**config.mk**
```make
export PLATFORM = sky130hd
export DESIGN_NAME = epc_device_flat
export DESIGN_NICKNAME = d
export VERILOG_FILES = /design/src/epc_pkg.sv /design/src/epc_link_if.sv /design/src/epc_device.sv /design/src/flat_wrapper.sv
export SDC_FILE = /design/constraint.sdc
export NUM_CORES = 1
export LEC_CHECK = 0
export ABC_AREA = 1
export BUFFER_PORTS_ARGS = -buffer_cell sky130_fd_sc_hd__buf_2
export CORE_ASPECT_RATIO = 1.1
export CORE_MARGIN = 5
export CORE_UTILIZATION = 43
export CTS_CLUSTER_DIAMETER = 150
export DETAILED_ROUTE_END_ITERATION = 6
export SLEW_MARGIN = 20
export SYNTH_ARGS = -nofsm -noshare
export SYNTH_HDL_FRONTEND = slang
export SYNTH_SLANG_ARGS = --single-unit
```
**constraint.sdc**
```tcl
create_clock -name i_sys_clk -period 3.06 [get_ports i_sys_clk]
set_input_delay 0 -clock i_sys_clk [delete_from_list [all_inputs] [get_ports i_sys_clk]]
set_output_delay 0 -clock i_sys_clk [all_outputs]
set_load 0.05 [all_outputs]
```
**src/epc_pkg.sv**
```systemverilog
package epc_pkg;
  // Data path widths
  localparam int POS_W  = 32;
  localparam int ADDR_W = 6;

  // Device register addresses on the process-data channel
  localparam logic [ADDR_W-1:0] ADDR_POSITION = 6'h00;
  localparam logic [ADDR_W-1:0] ADDR_CMP1     = 6'h01;
  localparam logic [ADDR_W-1:0] ADDR_CMP2     = 6'h02;
  localparam logic [ADDR_W-1:0] ADDR_UPPER    = 6'h03;
  localparam logic [ADDR_W-1:0] ADDR_LOWER    = 6'h04;

  // Device register reset values
  localparam logic [POS_W-1:0] RST_CMP   = 32'h0000_0000;
  localparam logic [POS_W-1:0] RST_UPPER = 32'hFFFF_FFFF;
  localparam logic [POS_W-1:0] RST_LOWER = 32'h0000_0000;

  // Host Avalon byte offsets
  localparam logic [5:0] OFS_CTRL    = 6'h00;
  localparam logic [5:0] OFS_WR_ADDR = 6'h04;
  localparam logic [5:0] OFS_WR_DATA = 6'h08;
  localparam logic [5:0] OFS_RD_ADDR = 6'h0C;
  localparam logic [5:0] OFS_CMD     = 6'h10;
  localparam logic [5:0] OFS_STATUS  = 6'h14;
  localparam logic [5:0] OFS_RD_DATA = 6'h18;
  localparam logic [5:0] OFS_RD_INFO = 6'h1C;
  localparam logic [5:0] OFS_IRQ_ST  = 6'h20;
  localparam logic [5:0] OFS_IRQ_MSK = 6'h24;

  // CTRL field positions
  localparam int CTRL_STOP = 0;
  localparam int CTRL_EN1  = 1;
  localparam int CTRL_CLR1 = 2;
  localparam int CTRL_EN2  = 3;
  localparam int CTRL_CLR2 = 4;
  localparam int CTRL_W    = 5;

  // RD_INFO field positions
  localparam int INFO_ABORT = 8;

  // STATUS register width, bits 0..9 device status then ack, result, busy
  localparam int STAT_W = 13;

  // Interrupt event positions
  localparam int IRQ_WDONE = 0;
  localparam int IRQ_STK1  = 1;
  localparam int IRQ_STK2  = 2;
  localparam int IRQ_UPPER = 3;
  localparam int IRQ_LOWER = 4;
  localparam int IRQ_W     = 5;

  // Host write sequencer, Gray along idle -> request -> release
  typedef enum logic [1:0] {
    EPC_IDLE = 2'b00,
    EPC_REQ  = 2'b01,
    EPC_DROP = 2'b11
  } epc_wseq_t;
endpackage

```
**src/epc_link_if.sv**
```systemverilog
interface epc_link_if;
  import epc_pkg::*;
  // Host to device, cyclic output image
  logic              stop;
  logic              compare1_enable;
  logic              compare1_flag_clear;
  logic              compare2_enable;
  logic              compare2_flag_clear;
  logic              reg_write_request;
  logic [ADDR_W-1:0] wr_addr;
  logic [POS_W-1:0]  wr_data;
  logic [ADDR_W-1:0] rd_addr;
  // Device to host, cyclic input image
  logic              compare1_equal;
  logic              compare1_match_sticky;
  logic              compare1_at_or_above;
  logic              compare2_equal;
  logic              compare2_match_sticky;
  logic              compare2_at_or_above;
  logic              direction_decreasing;
  logic              direction_increasing;
  logic              upper_limit_exceeded;
  logic              lower_limit_undershot;
  logic              reg_write_acknowledge;
  logic              reg_write_result;
  logic [POS_W-1:0]  rd_data;
  logic [ADDR_W-1:0] rd_addr_echo;
  logic              rd_abort;

  modport dev (
    input  stop, compare1_enable, compare1_flag_clear, compare2_enable, compare2_flag_clear,
    input  reg_write_request, wr_addr, wr_data, rd_addr,
    output compare1_equal, compare1_match_sticky, compare1_at_or_above,
    output compare2_equal, compare2_match_sticky, compare2_at_or_above,
    output direction_decreasing, direction_increasing, upper_limit_exceeded, lower_limit_undershot,
    output reg_write_acknowledge, reg_write_result, rd_data, rd_addr_echo, rd_abort
  );
  modport host (
    output stop, compare1_enable, compare1_flag_clear, compare2_enable, compare2_flag_clear,
    output reg_write_request, wr_addr, wr_data, rd_addr,
    input  compare1_equal, compare1_match_sticky, compare1_at_or_above,
    input  compare2_equal, compare2_match_sticky, compare2_at_or_above,
    input  direction_decreasing, direction_increasing, upper_limit_exceeded, lower_limit_undershot,
    input  reg_write_acknowledge, reg_write_result, rd_data, rd_addr_echo, rd_abort
  );
endinterface

```
**src/epc_device.sv**
```systemverilog
// Operation
// - Disabled comparator forces its three bits low
// - Enabled comparator bits follow position comparison
// - Flag-clear high clears sticky flag
// - Write request writes addressed register
// - Request low returns acknowledge to zero
// - Accept only with acknowledge low, one per request
// - Write-result bit reports write success
// - Read data carries echo of its address
// - Abort bit marks a read that failed
// - Equality bit high while position equals compare
// - Sticky flag set on match, held until cleared
// - Relation bit high when position at or above
// - Decrease bit high while values fall
// - Increase bit high while values rise
// - Overflow high while position above upper limit
// - Underflow high while position below lower limit
// - Stop input suspends encoder reading
module epc_device
  import epc_pkg::*;
(
  input  wire logic             i_sys_clk,        // Module clock, 100 MHz
  input  wire logic             i_rst,            // Synchronous reset, active high
  input  wire logic [POS_W-1:0] i_position,       // Decoded encoder position
  input  wire logic             i_position_valid, // One-cycle strobe, new position
  output logic                  o_encoder_stop,   // High while encoder reading is held off
  epc_link_if.dev               link              // Process-data channel to the host
);

  logic [POS_W-1:0] pos_r;
  logic [POS_W-1:0] prev_r;
  logic             sample_r;
  logic             have_prev_r;
  logic [POS_W-1:0] cmp_r [2];
  logic [POS_W-1:0] upper_r;
  logic [POS_W-1:0] lower_r;
  logic [1:0]       en;
  logic [1:0]       clr;
  logic [1:0]       eq_r;
  logic [1:0]       above_r;
  logic [1:0]       sticky_r;
  logic             dec_r;
  logic             inc_r;
  logic             upper_exc_r;
  logic             lower_und_r;
  logic             wr_ack_r;
  logic             wr_result_r;
  logic [POS_W-1:0] rd_data_r;
  logic [ADDR_W-1:0] rd_echo_r;
  logic             rd_abort_r;
  logic             wr_take;

  // Writable register decode, shared by the write result and the read decode
  function automatic logic addr_writable(input logic [ADDR_W-1:0] a);
    return (a == ADDR_CMP1) || (a == ADDR_CMP2) || (a == ADDR_UPPER) || (a == ADDR_LOWER);
  endfunction

  // Readable register decode; position is readable but never writable
  function automatic logic addr_readable(input logic [ADDR_W-1:0] a);
    return (a == ADDR_POSITION) || addr_writable(a);
  endfunction

  assign en  = {link.compare2_enable, link.compare1_enable};
  assign clr = {link.compare2_flag_clear, link.compare1_flag_clear};

  // Stop is passed straight to the encoder reader
  assign o_encoder_stop = link.stop;

  // Position capture; samples arriving while stopped are dropped
  always_ff @(posedge i_sys_clk) begin
    if (i_rst) begin
      pos_r       <= '0;
      prev_r      <= '0;
      sample_r    <= 1'b0;
      have_prev_r <= 1'b0;
    end else begin
      sample_r <= i_position_valid & ~link.stop;
      if (i_position_valid && !link.stop) begin
        pos_r  <= i_position;
        prev_r <= pos_r;
      end
      if (sample_r) begin
        have_prev_r <= 1'b1;
      end
    end
  end

  // Per-comparator status, one cycle after each new sample
  generate
    for (genvar k = 0; k < 2; k++) begin : g_cmp
      always_ff @(posedge i_sys_clk) begin
        if (i_rst) begin
          eq_r[k]    <= 1'b0;
          above_r[k] <= 1'b0;
        end else if (!en[k]) begin
          eq_r[k]    <= 1'b0;
          above_r[k] <= 1'b0;
        end else if (sample_r) begin
          eq_r[k]    <= (pos_r == cmp_r[k]);
          above_r[k] <= (pos_r >= cmp_r[k]);
        end
      end

      // Sticky match; a match in the clearing cycle wins so no hit is lost
      always_ff @(posedge i_sys_clk) begin
        if (i_rst) begin
          sticky_r[k] <= 1'b0;
        end else if (!en[k]) begin
          sticky_r[k] <= 1'b0;
        end else if (sample_r && (pos_r == cmp_r[k])) begin
          sticky_r[k] <= 1'b1;
        end else if (clr[k]) begin
          sticky_r[k] <= 1'b0;
        end
      end
    end
  endgenerate

  // Direction from successive samples; the first sample has no history
  always_ff @(posedge i_sys_clk) begin
    if (i_rst) begin
      dec_r <= 1'b0;
      inc_r <= 1'b0;
    end else if (sample_r) begin
      dec_r <= have_prev_r && (pos_r < prev_r);
      inc_r <= have_prev_r && (pos_r > prev_r);
    end
  end

  // Limit checks against the limit registers
  always_ff @(posedge i_sys_clk) begin
    if (i_rst) begin
      upper_exc_r <= 1'b0;
      lower_und_r <= 1'b0;
    end else if (sample_r) begin
      upper_exc_r <= (pos_r > upper_r);
      lower_und_r <= (pos_r < lower_r);
    end
  end

  // A request is taken only on the rising request, acknowledge low
  assign wr_take = link.reg_write_request & ~wr_ack_r;

  // Acknowledge handshake and write result
  always_ff @(posedge i_sys_clk) begin
    if (i_rst) begin
      wr_ack_r    <= 1'b0;
      wr_result_r <= 1'b0;
    end else if (!link.reg_write_request) begin
      wr_ack_r <= 1'b0;
    end else if (wr_take) begin
      wr_ack_r    <= 1'b1;
      wr_result_r <= addr_writable(link.wr_addr);
    end
  end

  // Register file; a failed write leaves every register untouched
  always_ff @(posedge i_sys_clk) begin
    if (i_rst) begin
      cmp_r[0] <= RST_CMP;
      cmp_r[1] <= RST_CMP;
      upper_r  <= RST_UPPER;
      lower_r  <= RST_LOWER;
    end else if (wr_take) begin
      unique case (link.wr_addr)
        ADDR_CMP1:  cmp_r[0] <= link.wr_data;
        ADDR_CMP2:  cmp_r[1] <= link.wr_data;
        ADDR_UPPER: upper_r  <= link.wr_data;
        ADDR_LOWER: lower_r  <= link.wr_data;
        default: begin
        end
      endcase
    end
  end

  // Cyclic read: data, address echo and abort always refer to each other
  always_ff @(posedge i_sys_clk) begin
    if (i_rst) begin
      rd_data_r  <= '0;
      rd_echo_r  <= '0;
      rd_abort_r <= 1'b0;
    end else begin
      rd_echo_r  <= link.rd_addr;
      rd_abort_r <= ~addr_readable(link.rd_addr);
      unique case (link.rd_addr)
        ADDR_POSITION: rd_data_r <= pos_r;
        ADDR_CMP1:     rd_data_r <= cmp_r[0];
        ADDR_CMP2:     rd_data_r <= cmp_r[1];
        ADDR_UPPER:    rd_data_r <= upper_r;
        ADDR_LOWER:    rd_data_r <= lower_r;
        default:       rd_data_r <= '0; // Aborted reads give zero data
      endcase
    end
  end

  // Input image towards the host
  assign link.compare1_equal        = eq_r[0];
  assign link.compare1_match_sticky = sticky_r[0];
  assign link.compare1_at_or_above  = above_r[0];
  assign link.compare2_equal        = eq_r[1];
  assign link.compare2_match_sticky = sticky_r[1];
  assign link.compare2_at_or_above  = above_r[1];
  assign link.direction_decreasing  = dec_r;
  assign link.direction_increasing  = inc_r;
  assign link.upper_limit_exceeded  = upper_exc_r;
  assign link.lower_limit_undershot = lower_und_r;
  assign link.reg_write_acknowledge = wr_ack_r;
  assign link.reg_write_result      = wr_result_r;
  assign link.rd_data               = rd_data_r;
  assign link.rd_addr_echo          = rd_echo_r;
  assign link.rd_abort              = rd_abort_r;

endmodule

```
**src/flat_wrapper.sv**
```systemverilog
// flat-port wrapper written by rule: the top's interface ports become plain ports
module epc_device_flat import epc_pkg::*;
  (i_sys_clk, i_rst, i_position, i_position_valid, o_encoder_stop, link_stop, link_compare1_enable, link_compare1_flag_clear, link_compare2_enable, link_compare2_flag_clear, link_reg_write_request, link_wr_addr, link_wr_data, link_rd_addr, link_compare1_equal, link_compare1_match_sticky, link_compare1_at_or_above, link_compare2_equal, link_compare2_match_sticky, link_compare2_at_or_above, link_direction_decreasing, link_direction_increasing, link_upper_limit_exceeded, link_lower_limit_undershot, link_reg_write_acknowledge, link_reg_write_result, link_rd_data, link_rd_addr_echo, link_rd_abort);
  epc_link_if link_i ();
  input  wire logic i_sys_clk;
  input  wire logic i_rst;
  input  wire logic [POS_W-1:0] i_position;
  input  wire logic i_position_valid;
  output logic o_encoder_stop;
  input wire logic [$bits(link_i.stop)-1:0] link_stop;
  input wire logic [$bits(link_i.compare1_enable)-1:0] link_compare1_enable;
  input wire logic [$bits(link_i.compare1_flag_clear)-1:0] link_compare1_flag_clear;
  input wire logic [$bits(link_i.compare2_enable)-1:0] link_compare2_enable;
  input wire logic [$bits(link_i.compare2_flag_clear)-1:0] link_compare2_flag_clear;
  input wire logic [$bits(link_i.reg_write_request)-1:0] link_reg_write_request;
  input wire logic [$bits(link_i.wr_addr)-1:0] link_wr_addr;
  input wire logic [$bits(link_i.wr_data)-1:0] link_wr_data;
  input wire logic [$bits(link_i.rd_addr)-1:0] link_rd_addr;
  output wire logic [$bits(link_i.compare1_equal)-1:0] link_compare1_equal;
  output wire logic [$bits(link_i.compare1_match_sticky)-1:0] link_compare1_match_sticky;
  output wire logic [$bits(link_i.compare1_at_or_above)-1:0] link_compare1_at_or_above;
  output wire logic [$bits(link_i.compare2_equal)-1:0] link_compare2_equal;
  output wire logic [$bits(link_i.compare2_match_sticky)-1:0] link_compare2_match_sticky;
  output wire logic [$bits(link_i.compare2_at_or_above)-1:0] link_compare2_at_or_above;
  output wire logic [$bits(link_i.direction_decreasing)-1:0] link_direction_decreasing;
  output wire logic [$bits(link_i.direction_increasing)-1:0] link_direction_increasing;
  output wire logic [$bits(link_i.upper_limit_exceeded)-1:0] link_upper_limit_exceeded;
  output wire logic [$bits(link_i.lower_limit_undershot)-1:0] link_lower_limit_undershot;
  output wire logic [$bits(link_i.reg_write_acknowledge)-1:0] link_reg_write_acknowledge;
  output wire logic [$bits(link_i.reg_write_result)-1:0] link_reg_write_result;
  output wire logic [$bits(link_i.rd_data)-1:0] link_rd_data;
  output wire logic [$bits(link_i.rd_addr_echo)-1:0] link_rd_addr_echo;
  output wire logic [$bits(link_i.rd_abort)-1:0] link_rd_abort;
  assign link_i.stop = link_stop;
  assign link_i.compare1_enable = link_compare1_enable;
  assign link_i.compare1_flag_clear = link_compare1_flag_clear;
  assign link_i.compare2_enable = link_compare2_enable;
  assign link_i.compare2_flag_clear = link_compare2_flag_clear;
  assign link_i.reg_write_request = link_reg_write_request;
  assign link_i.wr_addr = link_wr_addr;
  assign link_i.wr_data = link_wr_data;
  assign link_i.rd_addr = link_rd_addr;
  assign link_compare1_equal = link_i.compare1_equal;
  assign link_compare1_match_sticky = link_i.compare1_match_sticky;
  assign link_compare1_at_or_above = link_i.compare1_at_or_above;
  assign link_compare2_equal = link_i.compare2_equal;
  assign link_compare2_match_sticky = link_i.compare2_match_sticky;
  assign link_compare2_at_or_above = link_i.compare2_at_or_above;
  assign link_direction_decreasing = link_i.direction_decreasing;
  assign link_direction_increasing = link_i.direction_increasing;
  assign link_upper_limit_exceeded = link_i.upper_limit_exceeded;
  assign link_lower_limit_undershot = link_i.lower_limit_undershot;
  assign link_reg_write_acknowledge = link_i.reg_write_acknowledge;
  assign link_reg_write_result = link_i.reg_write_result;
  assign link_rd_data = link_i.rd_data;
  assign link_rd_addr_echo = link_i.rd_addr_echo;
  assign link_rd_abort = link_i.rd_abort;
  epc_device u_core (.i_sys_clk(i_sys_clk), .i_rst(i_rst), .i_position(i_position), .i_position_valid(i_position_valid), .o_encoder_stop(o_encoder_stop), .link(link_i));
endmodule
```
# Word level (Yosys, flattened, before mapping)
# Memories as Yosys holds them, arrays and structs flattened.
# Index checks and enable logic that the tools add are counted.
[totals] mem_count=1 out_inout_bits=52 input_bits=85 mem_bits_rw=64 romBits=0 register_bits=181 word_cells=87 latch_bits=0
[memory_table] name="u_core.cmp_r" depth=2 width=32 rd=2 rd_ports_with_merged_regs=0 write_ports=2 line_no="epc_device.sv:34" text="logic [POS_W-1:0] cmp_r [2];"
[op_classes] eq_ne=10 mul=0 shift=0 bitwise_logic=10 n_lt_le_gt_ge=6 reduce_logical=22 n_addsub=0 n_div=0 muxes=17
[op_table] cell="one-hot mux 32 bit (5 select lines)" count=1
[op_table] cell="equality test 32 bit" count=2
[op_table] cell="greater-or-equal comparator 32 bit" count=2
[op_table] cell="greater-than comparator 32 bit" count=2
[op_table] cell="< comparator 32 bit" count=2
[op_table] cell="2-to-1 mux 32 bit" count=2
[op_table] cell="equality test 6 x 2 -> 1 bit, second input constant" count=4
[op_table] cell="2-to-1 mux 1 bit" count=14
[op_table] cell="equality test 6 x 1 -> 1 bit, second input constant" count=2
[op_table] cell="equality test 6 x 3 -> 1 bit, second input constant" count=2
[op_table] cell="logical OR 1 bit" count=7
[op_table] cell="zero test 6 bit" count=1
[op_table] cell="inverter 1 bit" count=6
[op_table] cell="AND reduction 2 bit" count=3
[op_table] cell="OR reduction 2 bit" count=3
[op_table] cell="logical AND 1 bit" count=5
[op_table] cell="nonzero test 2 bit" count=2
[op_table] cell="AND 1 bit" count=2
[op_table] cell="bitwise OR 1 bit" count=2
[op_table] cell="zero test 1 bit" count=1

# Longest topological paths before layout
# Gate-level depths: netlist (run 1).
[depth] depth_word=6 depth_mapped=14

# Worst setup path after synthesis (run 1)
# No wires, ideal clock.
[synth_path] path_kind="register to register" startpoint="register u_core.wr_ack_r (netlist: u_core.link.reg_write_acknowledge)" endpoint="memory u_core.cmp_r[0][0], enable pin" setup_ns=0.466 required_ns=2.594 arrival_ns=3.004 period_less_slack_ns=3.470 slack_ns=-0.410 stages_incl_launch_ff=4 cell_sequence="dfxtp_1 -> inv_1 -> nand2_1 -> o21ai_0"
[synth_rtl] element="start, declared" line_no="epc_device.sv:46" text="logic wr_ack_r;"
[synth_rtl] element="start signal, assigned" line_no="epc_device.sv:147" text="wr_ack_r <= 1'b0;"
[synth_rtl] element="start signal, assigned" line_no="epc_device.sv:150" text="wr_ack_r <= 1'b0;"
[synth_rtl] element="start signal, assigned" line_no="epc_device.sv:152" text="wr_ack_r <= 1'b1;"
[synth_rtl] element="end, declared" line_no="epc_device.sv:34"

# Worst setup path after layout (run 1)
[layout_path] startpoint="register u_core.pos_r[31]" endpoint="register u_core.sticky_r[0] (netlist: u_core.link.compare1_match_sticky)"
[layout_via] elab_chain_len=3 word_cells_on_any_way=4 classes_between="eq/ne: 1; mux: 1; reduce/logical: 2"
[layout_rtl] element="start, declared" line_no="epc_device.sv:30" text="logic [POS_W-1:0] pos_r;"
[layout_rtl] element="start signal, assigned" line_no="epc_device.sv:79" text="pos_r <= i_position;"
[layout_rtl] element="equality test 32 bit *" line_no="epc_device.sv:110" text="end else if (sample_r && (pos_r == cmp_r[k])) begin"
[layout_rtl] element="logical AND 1 bit *" line_no="epc_device.sv:110"
[layout_rtl] element="2-to-1 mux 1 bit or nonzero test 2 bit (tied branches)"
[layout_rtl] element="end signal, assigned by index" line_no="epc_device.sv:109" text="sticky_r[k] <= 1'b0;"
[layout_rtl] element="end signal, assigned by index" line_no="epc_device.sv:111" text="sticky_r[k] <= 1'b1;"
[layout_rtl] element="end signal, assigned by index" line_no="epc_device.sv:113" text="sticky_r[k] <= 1'b0;"
[layout_rtl] element="end, declared" line_no="epc_device.sv:41" text="logic [1:0] sticky_r;"
# Mark *: on every way between the ends. The rest lies on a longest branch, timed or not.
# A chain may end at the register's enable or synchronous reset.

==> results of run 1 <==
==> metal layers <==
layer  share of wire  GRT usage  vias up
li1                -          -     5621
met1            0.46      0.279     5123
met2            0.47      0.367      237
met3           0.043     0.0259       52
met4           0.022     0.0513        0
met5               0          0        -
==> through the flow <==
| step | std cells | cell area, um2 | util |
|---|---|---|---|
| after floorplan | 1552 | 13100 | - |
| after CTS | 2184 | 15900 | 0.525 |
| after global placement | 2052 | 14100 | 0.466 |
| after global routing | 2184 | 15900 | 0.525 |
| final | 2184 | 15900 | 0.525 |
| after detailed placement | 2052 | 14100 | 0.466 |
==> sequential cells by signal (all words and copies together), names as in the netlist <==
name and count:
u_core.link.rd_addr_echo 6, u_core.link.reg_write_acknowledge 1, u_core.link.rd_abort 1, u_core.link.direction_increasing 1, u_core.link.lower_limit_undershot 1, u_core.lower_r 32
u_core.link.compare2_at_or_above 1, u_core.link.direction_decreasing 1, u_core.link.upper_limit_exceeded 1, u_core.cmp_r 64, u_core.link.reg_write_result 1, u_core.link.compare2_match_sticky 1
u_core.upper_r 32, u_core.sample_r 1, u_core.link.compare1_match_sticky 1, u_core.link.compare2_equal 1, u_core.prev_r 32, u_core.link.compare1_at_or_above 1
u_core.pos_r 32, u_core.have_prev_r 1, u_core.link.compare1_equal 1, u_core.link.rd_data 32
==> final timing paths <==
path	endpoint	depth (start not counted)
max	u_core.link.compare1_match_sticky$_SDFFE_PP0P_	8
min	u_core.lower_r[26]$_SDFFE_PP0P_	4
max reg2reg	u_core.link.compare1_match_sticky$_SDFFE_PP0P_	8
min reg2reg	u_core.prev_r[31]$_SDFFE_PP0P_	2
==> synthesized netlist by cell type, types with 2 or more instances <==
cell	n	area (um2)
nand3b_1	3	22.5
o21ai_0	115	576
inv_1	261	980
o211ai_1	35	263
a211oi_1	2	15.0
o21a_1	8	60.1
a31oi_1	3	18.8
nand2_1	172	646
o22ai_1	64	400
edfxtp_1	64	1920
buf_12	3	60.1
nor2_4	31	349
o21bai_1	8	60.1
nor3b_1	3	22.5
ha_1	159	1990
and3_1	2	12.5
clkbuf_1	62	233
dfxtp_1	181	3620
nand4_1	15	93.8
nor4_1	4	25.0
nor3_1	35	175
nor2_1	117	439
a21oi_1	179	896
nand3_1	17	85.1
==> power by group through the flow <==
stage	Sequential, uW	Combinational [uW]	Clock (uW)
4_1_cts	3500	1000	3630
3_3_place_gp	3570	908	0
2_1_floorplan	3590	576	0
6_report	3500	996	3580
3_5_place_dp	3570	918	0
5_1_grt	3510	1140	3780
==> logic make-up (layout without fill, tap and decap cells) <==
group | after synthesis | count (layout) | synth area share
AO/OA/AOI/OAI | 416 | 416 | 0.177
AND/OR/NAND/NOR | 404 | 404 | 0.147
buffers and inverters | 328 | 546 | 0.0989
flip-flops | 245 | 245 | 0.425
adder cells (fa/ha/maj) | 159 | 159 | 0.152
==> worst max-delay path, delay by kind of cell, from the launching register on <==
kind                     cells  cell delay (ns)
AO/OA/AOI/OAI                1             0.14
adder cells (fa/ha/maj)      1             0.35
buffers and inverters        1             0.55
flip-flops                   1             0.41
AND/OR/NAND/NOR              5             1.03
==> timing repair <==
action / 4_1_cts / 5_1_grt
setup buffers: 0 / 0
hold endpoints to repair: 188 / 0
setup endpoints to repair: 0 / 0
hold buffers: 80 / 0
==> final cells by class <==
class,count,share of cell area
Clock buffer,38,0.0497
Inverter,261,0.0617
Multi-Input combinational cell,979,0.393
Clock inverter,14,0.0120
Tap cell,414,0.0326
Timing Repair Buffer,233,0.102
Sequential cell,245,0.349
==> results.ini, run 1 <==
[critical_path]
cp-startpoint = u_core.pos_r[31]$_SDFFE_PP0P_
critPathCaptureType = register
slowest_delay_ns = 0.55
crit_path_cell_trace = ha_1 > nand2_1 > nor2_1 > nand4_1 > nor4_1 > nand2_1 > a21oi_1 > dlygate4sd3_1
required_ns = 3.54
r2r_setup_slack_ns = 0.50
worstSetupPathType = reg -> reg
crit_top_cell = nand2_1
worstReg2RegStart = u_core.pos_r[31]$_SDFFE_PP0P_
critPathSlowestCell = dlygate4sd3_1
start_kind = register
cp_max_fo = 8
cp.arrival_ns = 3.04

[logic_synthesis]
syn_area_mm2 = 0.0131
syn_area_per_cell_um2 = 8.41
synthFlopType = dfxtp_1
synth_seq_cells = 245
yosys_warnings = 0
syn_inst = 1552
synth_nets = 1796
seq_area_frac_synth = 0.425
async_flop_share = 0
synth.distinct_cells = 33
synth-edff-count = 64

[drt]
num_vias = 11000
totalWireLength_um = 36100
drc = 0
drtPass1Iterations = 5
drt-initial-drc-count = 680
drtAntennaViolNets = 0
detail_route.vias_per_cell = 5.05
drt-wirelength-per-cell_um = 16.6

[power_and_ir_drop]
powerDensity_mw_per_mm2 = 508
power_uw = 8080
p_int_uw = 6020
p_clk_frac = 0.443
switching_share = 0.255
ir_drop_mv = 0.426
p_seq_frac = 0.433
pwr-share-comb = 0.123
power.switching_uw = 2060
leakage_uw = 0.00748

[placement]
place_hpwl_um = 25600
port_buffers = 136
gp_congestion = 0.880
dp_slack_ns = 1.05

[timing]
max_freq_mhz = 391
fin_setup_tns_ns = 0
setup_slack_ns = 0.505
whs_ns = 0.0299
post-route-min-period_ns = 2.56
worst_pin_slew_ns = 0.730
drv_slew = 0
rsz0062_at_grt = false
hold_violations = 0
fin_crit_sh = 0.835
slew_headroom = 0.513
skew_ns = 0.0148
setup_viol = 0

[cts]
cts.repair.resized = 0
clock_latency_ns = 0.55
cts_buffer_depth = 3
clockRootBuffer = clkbuf_16
cts_sinks = 245
cts_tree = built
numCtsBuffers = 28
htreeDepth = 1
clk_pin_slew_worst_paths_ns = 0.06

[global_routing]
grt_pass1_vias = 11000
grt_usage = 0.211
grt_antenna_before_repair = 0
grt_pass1_wl_um = 57800
grt_max_degree = 132
global_route.overflow_total = 0

[cells_and_area]
fillers = 2894
drive_above_1_share = 0.134
layout_common_cells = 259 x inv_1, 181 x dfxtp_1, 179 x a21oi_1
final_nets = 1992
multi_input_area_mm2 = 0.00624
antenna_cells = 0
area_delta_synth_final_pct = 21.7
layout_commonest_cell = inv_1
seqCellArea_mm2 = 0.00555

[min_path]
hold_path_class = in -> reg
min_from = link_wr_addr[0]

[floorplanning]
die_h_um = 193
die_w_um = 176
ios = 137
die_area_mm2 = 0.0339
rows = 67
core-area_mm2 = 0.0303
initial_core_util = 0.431

[outcome]
status = finished clean

[run]
cap_violations = 0

Power figures use the tool's default switching activity.
==> run 2, diff against run 1 <==
==> constraint.sdc (replaced) <==
create_clock -name i_sys_clk -period 2.5 [get_ports i_sys_clk]
set_input_delay 0 -clock i_sys_clk [delete_from_list [all_inputs] [get_ports i_sys_clk]]
set_output_delay 0 -clock i_sys_clk [all_outputs]
set_load 0.05 [all_outputs]
==> results.ini, run 2 (synthesis gave the netlist of run 1 again) <==
[outcome]
status = finished clean  ; unchanged

[critical_path]
start_kind = register  ; unchanged
endpoint = u_core.link.compare2_match_sticky$_SDFFE_PP0P_  ; was u_core.link.compare1_match_sticky$_SDFFE_PP0P_
cp-startpoint = u_core.pos_r[31]$_SDFFE_PP0P_  ; unchanged
worstReg2RegStart = u_core.pos_r[31]$_SDFFE_PP0P_  ; unchanged
cp.arrival_ns = 2.78  ; was 3.04 ns
cp_max_fo = 8  ; unchanged
cp_top_family = simple AND/OR/NAND/NOR gates  ; unchanged
crit_top_cell = nand4_1  ; was nand2_1
required_ns = 2.93  ; was 3.54 ns
cp.buffers_inverters = 2  ; was 1
r2r_end = u_core.link.compare2_match_sticky$_SDFFE_PP0P_  ; was u_core.link.compare1_match_sticky$_SDFFE_PP0P_
critPathCaptureType = register  ; unchanged
r2r_setup_slack_ns = 0.15  ; was 0.50 ns
critPathSlowestCell = dlygate4sd3_1  ; unchanged
reg2reg_depth = 9  ; was 8
slowest_delay_ns = 0.56  ; was 0.55 ns
crit_path_cell_trace = ha_1 > nand2_1 > inv_1 > nand4_1 > nor2_2 > nand4_1 > nand3b_1 > a21oi_1 > dlygate4sd3_1  ; was ha_1 > nand2_1 > nor2_1 > nand4_1 > nor4_1 > nand2_1 > a21oi_1 > dlygate4sd3_1
path_depth = 9  ; was 8
worstSetupPathType = reg -> reg  ; unchanged

[power_and_ir_drop]
ir_drop_mv = 0.648  ; was 0.426 mV
leakage_uw = 0.00756  ; was 0.00748 uW
powerDensity_mw_per_mm2 = 625  ; was 508 mW/mm2

[timing]
max_freq_mhz = 426  ; was 391 MHz
drv_slew = 0  ; unchanged
whs_ns = 0.105  ; was 0.0299 ns
rsz0062_at_grt = false  ; unchanged
setup_viol = 0  ; unchanged
fin_crit_sh = 0.938  ; was 0.835
post-route-min-period_ns = 2.35  ; was 2.56 ns
slew_headroom = 0.239  ; was 0.513
skew_ns = 0.0108  ; was 0.0148 ns
worst_pin_slew_ns = 1.14  ; was 0.730 ns
fin_setup_tns_ns = 0  ; unchanged
hold_violations = 0  ; unchanged

[floorplanning]
die_area_mm2 = 0.0339  ; unchanged
core-area_mm2 = 0.0303  ; unchanged
rows = 67  ; unchanged
initial_core_util = 0.431  ; unchanged
ios = 137  ; unchanged
die_h_um = 193  ; unchanged
die_w_um = 176  ; unchanged

[cts]
clock_latency_ns = 0.55  ; about the same
cts_tree = built  ; unchanged
numCtsBuffers = 28  ; unchanged
cts_buffer_depth = 3  ; unchanged
htreeDepth = 1  ; unchanged
clockRootBuffer = clkbuf_16  ; unchanged
clk_pin_slew_worst_paths_ns = 0.06  ; about the same
cts_sinks = 245  ; unchanged

[drt]
drt-initial-drc-count = 587  ; was 680
num_vias = 11100  ; was 11000
drt-wirelength-per-cell_um = 16.6  ; about the same
totalWireLength_um = 36400  ; was 36100 um
detail_route.vias_per_cell = 5.08  ; was 5.05
drtPass1Iterations = 4  ; was 5
drc = 0  ; unchanged
drtAntennaViolNets = 0  ; unchanged

[cells_and_area]
final_nets = 2003  ; was 1992
fillers = 2881  ; was 2894
finalNonFillerCells = 2195  ; was 2184
layout_commonest_cell = inv_1  ; unchanged
drive_above_1_share = 0.139  ; was 0.134
top_register = u_core.cmp_r  ; unchanged
antenna_cells = 0  ; unchanged
largest_reg_flops = 64  ; unchanged
layout_common_cells = 259 x inv_1, 181 x dfxtp_1, 179 x a21oi_1  ; unchanged
area_delta_synth_final_pct = 23.2  ; was 21.7%
final_design_area_no_fill_mm2 = 0.0161  ; was 0.0159 mm2

[run]
cap_violations = 0  ; unchanged

[global_routing]
global_route.overflow_total = 0  ; unchanged
grt_pass1_wl_um = 58500  ; was 57800 um
grt_antenna_before_repair = 0  ; unchanged
grt_usage = 0.214  ; was 0.211
grt_max_degree = 133  ; was 132
grt_pass1_vias = 11300  ; was 11000

[placement]
placed_area_mm2 = 0.0142  ; was 0.0141 mm2
dp.cells = 2056  ; was 2052
place_hpwl_um = 25600  ; about the same
port_buffers = 136  ; unchanged
gp_congestion = 0.887  ; was 0.880

[min_path]
hold_path_class = in -> reg  ; unchanged

-- run 2: cell count changes in the layout (fill, tap and decap cells not counted), moves of 2 or more --
cell,delta
clkinvlp_4,+3
buf_12,+3
clkbuf_8,-2
dlygate4sd3_1,+7
clkinv_4,+2
clkbuf_1,-4
-- run 2: area by class of cell --
class	instances	area, um2	share of cell area
Clock buffer	33	772	0.0480
Timing Repair Buffer	244	1760	0.109
Clock inverter	19	256	0.0159
Tap cell	414	518	0.0322
Inverter	261	981	0.0610
Sequential cell	245	5550	0.345
Multi-Input combinational cell	979	6250	0.389
-- run 2: through the flow --
step                      power [uW]  setup WS (ns)   util
after floorplan                 5100          0.403      -
after global placement          5460          0.394  0.468
after detailed placement        5490          0.331  0.468
after CTS                      10100         0.0592  0.531
after global routing           10500         0.0264  0.531
final                          10000          0.154  0.531
-- run 2: timing repair --
action | CTS | global route
hold buffers | 87 | 0
setup buffers | 0 | 0
setup endpoints to repair | 0 | 1
resized for setup | 0 | 2
hold endpoints to repair | 187 | 0
-- run 2: how the worst min path moves through the flow --
stage / slack (ns) / from / depth (start not counted) / to
CTS: 0.09 / i_position_valid / 5 / u_core.pos_r[24]$_SDFFE_PP0P_
detailed placement: 0.23 / link_rd_addr[4] / 3 / u_core.link.rd_addr_echo[4]$_SDFF_PP0_
floorplan: 0.11 / link_rd_addr[2] / 2 / u_core.link.rd_addr_echo[2]$_SDFF_PP0_
global route: 0.18 / link_stop / 4 / u_core.pos_r[21]$_SDFFE_PP0P_
finish: 0.11 / i_position_valid / 5 / u_core.pos_r[21]$_SDFFE_PP0P_
global placement: 0.22 / link_rd_addr[5] / 3 / u_core.link.rd_addr_echo[5]$_SDFF_PP0_
-- run 2: per-layer routing --
layer | share of wire | track usage | vias to the layer above | wire, um
li1 | - | - | 5648 | -
met1 | 0.45 | 0.280 | 5157 | 16300
met2 | 0.47 | 0.371 | 274 | 17300
met3 | 0.048 | 0.0257 | 69 | 1750
met4 | 0.030 | 0.0669 | 0 | 1090
met5 | 0 | 0 | - | 0
-- run 2: power breakdown --
part           internal [uW]  switching [uW]  total (uW)
combinational            483             739        1220
sequential              4180             103        4290
clock                   2820            1720        4540
total                   7490            2560       10000
-- run 2: tightest hold or removal path: stages --
cell and delay [ns]:
buf_2 0.08, inv_1 0.05, nor2_4 0.09, inv_2 0.20
a21oi_1 0.20
